<file path="config.mk">
export PLATFORM = sky130hd
export DESIGN_NAME = prs_port_regs
export DESIGN_NICKNAME = d
export VERILOG_FILES = /design/src/prs_pkg.sv /design/src/prs_ctrl_if.sv /design/src/prs_kscan.sv /design/src/prs_sense.sv /design/src/prs_port_regs.sv
export SDC_FILE = /design/constraint.sdc
export NUM_CORES = 1
export LEC_CHECK = 0
export ABC_AREA = 1
export ABC_CLOCK_PERIOD_IN_PS = 1100
export BUFFER_PORTS_ARGS = -buffer_cell sky130_fd_sc_hd__buf_2
export CORE_ASPECT_RATIO = 0.6
export CORE_MARGIN = 1.5
export CORE_UTILIZATION = 42
export CTS_CLUSTER_DIAMETER = 40
export DETAILED_ROUTE_END_ITERATION = 8
export PLACE_DENSITY = 0.8
export SYNTH_ARGS = -nofsm -noshare
export SYNTH_HDL_FRONTEND = slang
export SYNTH_SLANG_ARGS = --single-unit
</file>
<file path="constraint.sdc">
create_clock -name i_ref_clk -period 1.1 [get_ports i_ref_clk]
set_input_delay 0.165 -clock i_ref_clk [delete_from_list [all_inputs] [get_ports i_ref_clk]]
set_output_delay 0.165 -clock i_ref_clk [all_outputs]
set_load 0.02 [all_outputs]
</file>
<file path="src/prs_pkg.sv">
package prs_pkg;

   ////////////////////////////////////////////////////////////////////////////
   // Register indices on the port bus
   localparam int unsigned ADDR_W = 3;
   localparam logic [2:0] OFF_KSCAN = 3'h0;
   localparam logic [2:0] OFF_KEYIN = 3'h1;
   localparam logic [2:0] OFF_PTR = 3'h3;
   localparam logic [2:0] OFF_MODE = 3'h4;

   ////////////////////////////////////////////////////////////////////////////
   // Reset values
   localparam logic [7:0] KSCAN_RST = 8'hFF;
   localparam logic [7:0] MODE_RST = 8'h26;
   localparam logic [3:0] PTR_RST = 4'h0;
   localparam logic [7:0] MODE_NO_SD_MASK = 8'h3F;

   ////////////////////////////////////////////////////////////////////////////
   // Field positions: pointer / retention register
   localparam int unsigned PTR_LSB = 4;
   localparam int unsigned RET_BIT = 3;

   // Field positions: mode control register
   localparam int unsigned MODE_SA = 0;
   localparam int unsigned MODE_KSCAN = 1;
   localparam int unsigned MODE_IND = 2;
   localparam int unsigned MODE_WAKE = 3;
   localparam int unsigned MODE_AB_PD = 4;
   localparam int unsigned MODE_KI_PD = 5;
   localparam int unsigned MODE_SD_PD = 6;
   localparam int unsigned MODE_SD = 7;

   // Field positions: key input / sense register
   localparam int unsigned KEYIN_SD = 0;
   localparam int unsigned KEYIN_WAKE = 1;
   localparam int unsigned KEYIN_SA = 2;
   localparam int unsigned KEYIN_IND = 3;
   localparam int unsigned KEYIN_KI = 4;

   function automatic logic prs_hit(input logic [2:0] a, input logic [2:0] off);
      return a == off;
   endfunction : prs_hit

endpackage : prs_pkg

</file>
<file path="src/prs_ctrl_if.sv">
interface prs_ctrl_if;
   logic [7:0] mode;
   logic [7:0] wdata;
   logic kscan_wr;
   logic [7:0] kscan_rd;
   logic [7:0] keyin_rd;

   modport ctrl (output mode, output wdata, output kscan_wr,
                 input kscan_rd, input keyin_rd);
   modport kscan (input mode, input wdata, input kscan_wr, output kscan_rd);
   modport sense (input mode, output keyin_rd);
endinterface : prs_ctrl_if

</file>
<file path="src/prs_kscan.sv">
module prs_kscan (
   // Clock and reset
   input wire logic i_ref_clk,
   input wire logic i_reset,
   // Control
   prs_ctrl_if.kscan bus,
   // Pins
   input wire logic [7:0] i_key_scan_io,
   output logic [7:0] o_key_scan_io,
   output logic [7:0] o_key_scan_io_oe
);
   logic [7:0] latch_r;
   logic out_mode;

   assign out_mode = bus.mode[prs_pkg::MODE_KSCAN];

   // Latch takes writes in either mode
   always_ff @(posedge i_ref_clk)
   begin
      if (i_reset)
         latch_r <= prs_pkg::KSCAN_RST;
      else if (bus.kscan_wr)
         latch_r <= bus.wdata;
   end

   assign bus.kscan_rd = out_mode ? latch_r : i_key_scan_io;
   assign o_key_scan_io = latch_r;
   assign o_key_scan_io_oe = {8{out_mode}};
endmodule : prs_kscan

</file>
<file path="src/prs_sense.sv">
module prs_sense #(
   parameter bit HAS_SENSE_D = 1'b1
) (
   // Control
   prs_ctrl_if.sense bus,
   // Pins
   input wire logic [3:0] i_key_input,
   input wire logic i_sense_a,
   input wire logic i_sense_b_indicator,
   input wire logic i_stop_wake_input,
   input wire logic i_sense_d
);
   logic sa_bit;
   logic sd_bit;

   // Off mode keeps the pin isolated, so a fixed level is returned
   assign sa_bit = bus.mode[prs_pkg::MODE_SA] ? i_sense_a : 1'b1;
   assign sd_bit = HAS_SENSE_D ? (bus.mode[prs_pkg::MODE_SD] & i_sense_d)
                               : 1'b1;

   assign bus.keyin_rd = {i_key_input, i_sense_b_indicator, sa_bit,
                          i_stop_wake_input, sd_bit};
endmodule : prs_sense

</file>
<file path="src/prs_port_regs.sv">
// What this block does
// - Key-scan, key input, sense pins and both control registers are bus registers.
// - Reset loads defined values; key-scan data becomes all ones.
// - Key input, stop-wake and indicator reads show live pin levels after reset; sense_a and sense_d start off.
// - Control 0 resets to 0000x000; x is 0 after supply dropped too low.
// - Control 0 holds pointer bits 11..8 in 7..4, retention flag bit 3.
// - Control 1 holds mode, pull-down and stop-wake enables in fixed order.
// - Control 1 resets to 26 hex: key pull-down, indicator and key-scan out.
// - Key-scan writes always hit latch; reads give pins in, latch out.
// - Key input and stop-wake bits are read-only pin levels.
// - Sense_a reads 1 when off, pin level when input.
// - Sense_d reads 0 when off, pin level when input.
// - Indicator bit reads the pin level in both directions.
// - After reset key-scan port is output with latch all ones.
//
// The register offsets and the address-and-strobe port were left to the implementer.
module prs_port_regs #(
   parameter bit HAS_SENSE_D = 1'b1
) (
   // Clock and reset
   input wire logic i_ref_clk,
   input wire logic i_reset,

   // Register port
   input wire logic [prs_pkg::ADDR_W-1:0] i_addr,
   input wire logic [7:0] i_wdata,
   input wire logic i_wr,
   input wire logic i_rd,
   output logic [7:0] o_rdata,
   output logic o_rdata_valid,

   // Supply monitor
   input wire logic i_retention_lost,

   // Key-scan port pins
   input wire logic [7:0] i_key_scan_io,
   output logic [7:0] o_key_scan_io,
   output logic [7:0] o_key_scan_io_oe,
   output logic o_key_scan_pd,

   // Key input and sense pins
   input wire logic [3:0] i_key_input,
   input wire logic i_sense_a,
   input wire logic i_stop_wake_input,
   input wire logic i_sense_d,
   output logic o_key_input_pd,
   output logic o_sense_a_pd,
   output logic o_stop_wake_pd,
   output logic o_stop_wake_release_en,
   output logic o_sense_d_pd,

   // Indicator pin
   input wire logic i_sense_b_indicator,
   output logic o_sense_b_indicator,
   output logic o_sense_b_indicator_oe,
   output logic o_indicator_pd,

   // Core side
   output logic [3:0] o_table_pointer_hi,
   output logic o_retention_flag
);

   ////////////////////////////////////////////////////////////////////////////
   // Decode
   logic hit_kscan;
   logic hit_keyin;
   logic hit_ptr;
   logic hit_mode;
   logic [7:0] mode_mask;
   logic [7:0] rd_mux;

   assign hit_kscan = prs_pkg::prs_hit(i_addr, prs_pkg::OFF_KSCAN);
   assign hit_keyin = prs_pkg::prs_hit(i_addr, prs_pkg::OFF_KEYIN);
   assign hit_ptr = prs_pkg::prs_hit(i_addr, prs_pkg::OFF_PTR);
   assign hit_mode = prs_pkg::prs_hit(i_addr, prs_pkg::OFF_MODE);
   assign mode_mask = HAS_SENSE_D ? 8'hFF : prs_pkg::MODE_NO_SD_MASK;

   ////////////////////////////////////////////////////////////////////////////
   // Control registers
   logic [3:0] ptr_r;
   logic ret_r;
   logic [7:0] mode_r;
   logic [7:0] rdata_r;
   logic rvalid_r;

   // Sync reset lets the supply monitor level be caught on the reset cycle
   always_ff @(posedge i_ref_clk)
   begin
      if (i_reset)
      begin
         ptr_r <= prs_pkg::PTR_RST;
         ret_r <= ~i_retention_lost;
      end
      else if (i_wr && hit_ptr)
      begin
         ptr_r <= i_wdata[prs_pkg::PTR_LSB +: 4];
         ret_r <= i_wdata[prs_pkg::RET_BIT];
      end
   end

   always_ff @(posedge i_ref_clk)
   begin
      if (i_reset)
         mode_r <= prs_pkg::MODE_RST & mode_mask;
      else if (i_wr && hit_mode)
         mode_r <= i_wdata & mode_mask;
   end

   ////////////////////////////////////////////////////////////////////////////
   // Port leaves
   prs_ctrl_if cif ();

   assign cif.mode = mode_r;
   assign cif.wdata = i_wdata;
   assign cif.kscan_wr = i_wr & hit_kscan;

   prs_kscan u_kscan (
      .i_ref_clk(i_ref_clk),
      .i_reset(i_reset),
      .bus(cif),
      .i_key_scan_io(i_key_scan_io),
      .o_key_scan_io(o_key_scan_io),
      .o_key_scan_io_oe(o_key_scan_io_oe)
   );

   prs_sense #(
      .HAS_SENSE_D(HAS_SENSE_D)
   ) u_sense (
      .bus(cif),
      .i_key_input(i_key_input),
      .i_sense_a(i_sense_a),
      .i_sense_b_indicator(i_sense_b_indicator),
      .i_stop_wake_input(i_stop_wake_input),
      .i_sense_d(i_sense_d)
   );

   ////////////////////////////////////////////////////////////////////////////
   // Read path; unmapped indices read zero, key input ignores writes
   assign rd_mux = hit_kscan ? cif.kscan_rd :
                   hit_keyin ? cif.keyin_rd :
                   hit_ptr ? {ptr_r, ret_r, 3'h0} :
                   hit_mode ? mode_r :
                   8'h00;

   always_ff @(posedge i_ref_clk)
   begin
      if (i_reset)
      begin
         rdata_r <= 8'h00;
         rvalid_r <= 1'b0;
      end
      else
      begin
         rdata_r <= i_rd ? rd_mux : 8'h00;
         rvalid_r <= i_rd;
      end
   end

   assign o_rdata = rdata_r;
   assign o_rdata_valid = rvalid_r;

   ////////////////////////////////////////////////////////////////////////////
   // Pin controls
   assign o_key_scan_pd = ~mode_r[prs_pkg::MODE_KSCAN];
   assign o_key_input_pd = mode_r[prs_pkg::MODE_KI_PD];
   assign o_sense_a_pd = mode_r[prs_pkg::MODE_AB_PD] & mode_r[prs_pkg::MODE_SA];
   assign o_indicator_pd = mode_r[prs_pkg::MODE_AB_PD] & ~mode_r[prs_pkg::MODE_IND];
   assign o_sense_d_pd = mode_r[prs_pkg::MODE_SD_PD] & mode_r[prs_pkg::MODE_SD];
   assign o_stop_wake_release_en = mode_r[prs_pkg::MODE_WAKE];
   // Pull-down on the wake pin follows its release enable
   assign o_stop_wake_pd = mode_r[prs_pkg::MODE_WAKE];
   // Timer pulse not modelled here: output mode drives a steady high
   assign o_sense_b_indicator = 1'b1;
   assign o_sense_b_indicator_oe = mode_r[prs_pkg::MODE_IND];
   assign o_table_pointer_hi = ptr_r;
   assign o_retention_flag = ret_r;
endmodule : prs_port_regs

</file>
==> impl_results.md <==
- CP Capture Type: primary output
- Global route overflow: 0
- H-tree levels: 2
- RSZ-0062 raised after global routing: true
- CP bufs+invs: 2
- Final Critical Period: 1080 ps
- Final hold viol count: 0
- Pre-antenna DRT Iters: 4
- Number of global-route vias before repair: 1322
- Footprint of the multi-input gates: 713 um2
- Cell mode on critical path: buf_6
- Crit Path Max Fanout: 8
- Pin count of the biggest net entering global routing: 11
- Sequential cell area: 623 um2
- Worst-case reg-to-reg path depth: 6
- R2R setup slack: 50 ps
- Post-Route WL: 4540 um
- CTS buffer count: 5
- Pwr Density: 1180 nW/um2
- Status: finished, final reports clean
- Seq cells post-synth: 30
- Mux contribution to synthesized area: 0%
- Post-synthesis sequential area ratio: 39.5%
- Critical path endpoint: o_key_scan_io_oe[1]
- Stages on the worst setup path: 2
- Worst reg2reg endpoint: o_rdata[2]
- XOR/XNOR Fraction of Synth Area: 0%
- CTS tree: yes
- Crit-path slowest cell: dfxtp_4
- Gr usage total: 21.9%
- Final setup violating endpoints: 0
- Root Buffer: clkbuf_8
- R2r startpoint: cif.mode[1]
- Die Ht: 50.0 um
- Number of library cell types mapped by synthesis: 25
- Synth warn: 0
- Hold_ws: 92.2 ps
- Layout cell share with drive strength beyond 1: 37.4%
- Clk slew on worst S/H paths: 70 ps
- Leakage: 1.17 nW
- Simple-gate share of the synthesized area: 38.6%
- Mapped Cells: 229
- Critical-path cell list: buf_6 -> buf_6
- Slowest cell delay on critical path: 370 ps
- Peak Freq: 929 MHz
- Max-cap violations: 0
- DIE WIDTH: 81.3 um
- I/O pin cnt: 71
- Top delay family on crit path: flip-flops
- Final Slew Violations: 0
- Skew-Pair Late Insertion Delay: 290 ps
- Core footprint: 3380 um2
- CP Launch Type: register
- Main combinational cell family by area after synthesis: simple AND/OR/NAND/NOR gates
- Syn_nets: 261
- Dpl hpwl: 3340 um
- Vias per inst: 4.69
- Data required time of the critical path: 940 ps
- # port buffers: 69
- Adder-Cell Fraction of Synth Area: 0%
- Synth-to-layout area growth: 39.1%
- WL per Instance: 12.8 um
- Worst path arrival time: 910 ps
- Initial core utilization: 45.7%
- Syn Std Cell Area: 1550 um2
- Initial antenna violation count: 0
- DR vias: 1665
- Antenna violation net count after detailed routing: 0
- Die area: 4060 um2
- First-pass GRT wire length: 6330 um
- Drt initial violations: 130
- Final net count: 341
- Fill count: 317
- Setup CP Type: reg -> out
- RePlAce Congestion: 0.854
- Clock skew: 5.03 ps
- Antenna diodes: 0
- Worst Setup SP: cif.mode[1]
- Maximum VDD drop: 0.000864 V
- Remaining DRCs: 0
- Post-synthesis compound-gate area fraction: 7.29%
- Avg Cell Area, Syn: 6.75 um2
- CTS Sinks: 30
- CTS max path bufs: 2
- Std cell rows: 16
- Crit share post-route: 97.9%
- Min-delay worst type: in -> reg
- Hold-fix buffers, CTS: 0
- Final Power: 2.54 mW
-- per-layer routing --
| metal | routed length, um | global-route usage [%] | part of all wire, % |
|---|---|---|---|
| met1 | 2160 | 30.9 | 47 |
| met2 | 1960 | 29.8 | 43 |
| met3 | 338 | 6.85 | 7.4 |
| met4 | 85 | 10.3 | 1.9 |
| met5 | 0 | 0 | 0 |
-- Yosys cell counts --
library cell,n,share of area [%]
a21oi_1,13,4.2
nor2_4,1,0.73
buf_4,10,4.9
nand2_4,1,0.73
nor2_2,1,0.41
nor3_4,1,1.1
edfxtp_1,1,1.9
nor2_1,10,2.4
o211ai_1,1,0.49
inv_2,2,0.49
clkbuf_1,1,0.24
clkinv_2,1,0.32
inv_1,24,5.8
nand2_1,97,24
o21ai_0,8,2.6
nor2_8,2,2.6
or2_2,1,0.41
conb_1,1,0.24
dfxtp_1,29,38
nand2_2,1,0.41
nand3_1,16,5.2
clkinv_1,2,0.49
buf_6,2,1.5
nand3_4,1,1.1
buf_2,2,0.65
-- registers in the layout (all words and copies together), names as in the netlist --
signal,count
cif.mode,8
o_rdata,8
o_rdata_valid,1
o_retention_flag,1
o_table_pointer_hi,4
u_kscan.o_key_scan_io,8
-- stage by stage --
step           setup WS [ps]  TNS, ps  instances  util (%)  instance area [um2]
2_1_floorplan          -42.0    -42.0        229         -                 1550
3_3_place_gp            74.4        0        340      57.0                 1930
3_5_place_dp            50.4        0        340      57.0                 1930
4_1_cts                -15.0    -62.9        349      60.5                 2050
5_1_grt                -13.0    -13.1        355      63.5                 2150
6_report                23.4        0        355      63.5                 2150
-- layout make-up --
cell class	count	share of cell area, %
clock buffer	6	3.84
clock inverter	2	0.582
inverter	29	5.18
multi-input combinational	155	33.2
sequential	30	29.0
tap	45	2.62
timing repair buffer	88	25.6
-- kinds of logic after synthesis --
logic type,Yosys count
and+or+nand+nor,132
AOI/OAI and AO/OA,22
other,1
buffers and inverters,44
DFF,30
-- layout by cell type (no fill, tap or decap), drive strengths merged, types with 4 or more instances in the layout --
cell    instances
o21ai           8
a21oi          13
inv            26
clkbuf          6
buf            88
clkinv          4
nand3          17
nand2          99
nor2           14
dfxtp          29
-- worst min path at each step --
stage                     depth (start not counted)     endpoint  startpoint  slack (ps)
after global placement                            3  cif.mode[2]  i_wdata[2]         380
after detailed placement                          3  cif.mode[1]  i_wdata[1]         390
after floorplan                                   2  cif.mode[1]  i_wdata[1]         280
after global routing                              3  cif.mode[2]  i_wdata[2]         110
after CTS                                         3  cif.mode[2]  i_wdata[2]          90
final                                             3  cif.mode[2]  i_wdata[2]          90
-- what timing repair did --
action                     in CTS  in global routing
resized for setup               9                 22
setup buffers                   1                  6
setup endpoints to repair      12                 12
-- power breakdown --
group / switching, mW / internal [mW] / leakage, nW
Clock: 0.443 / 0.502 / 0.0472
Combinational: 0.263 / 0.177 / 0.877
Sequential: 0.0298 / 1.13 / 0.248
-- tightest hold or removal path, delay by kind of cell --
kind,cells,cell delay (ps)
buffers and inverters,1,90
and+or+nand+nor,2,100
(Power assumes the default switching activity.)
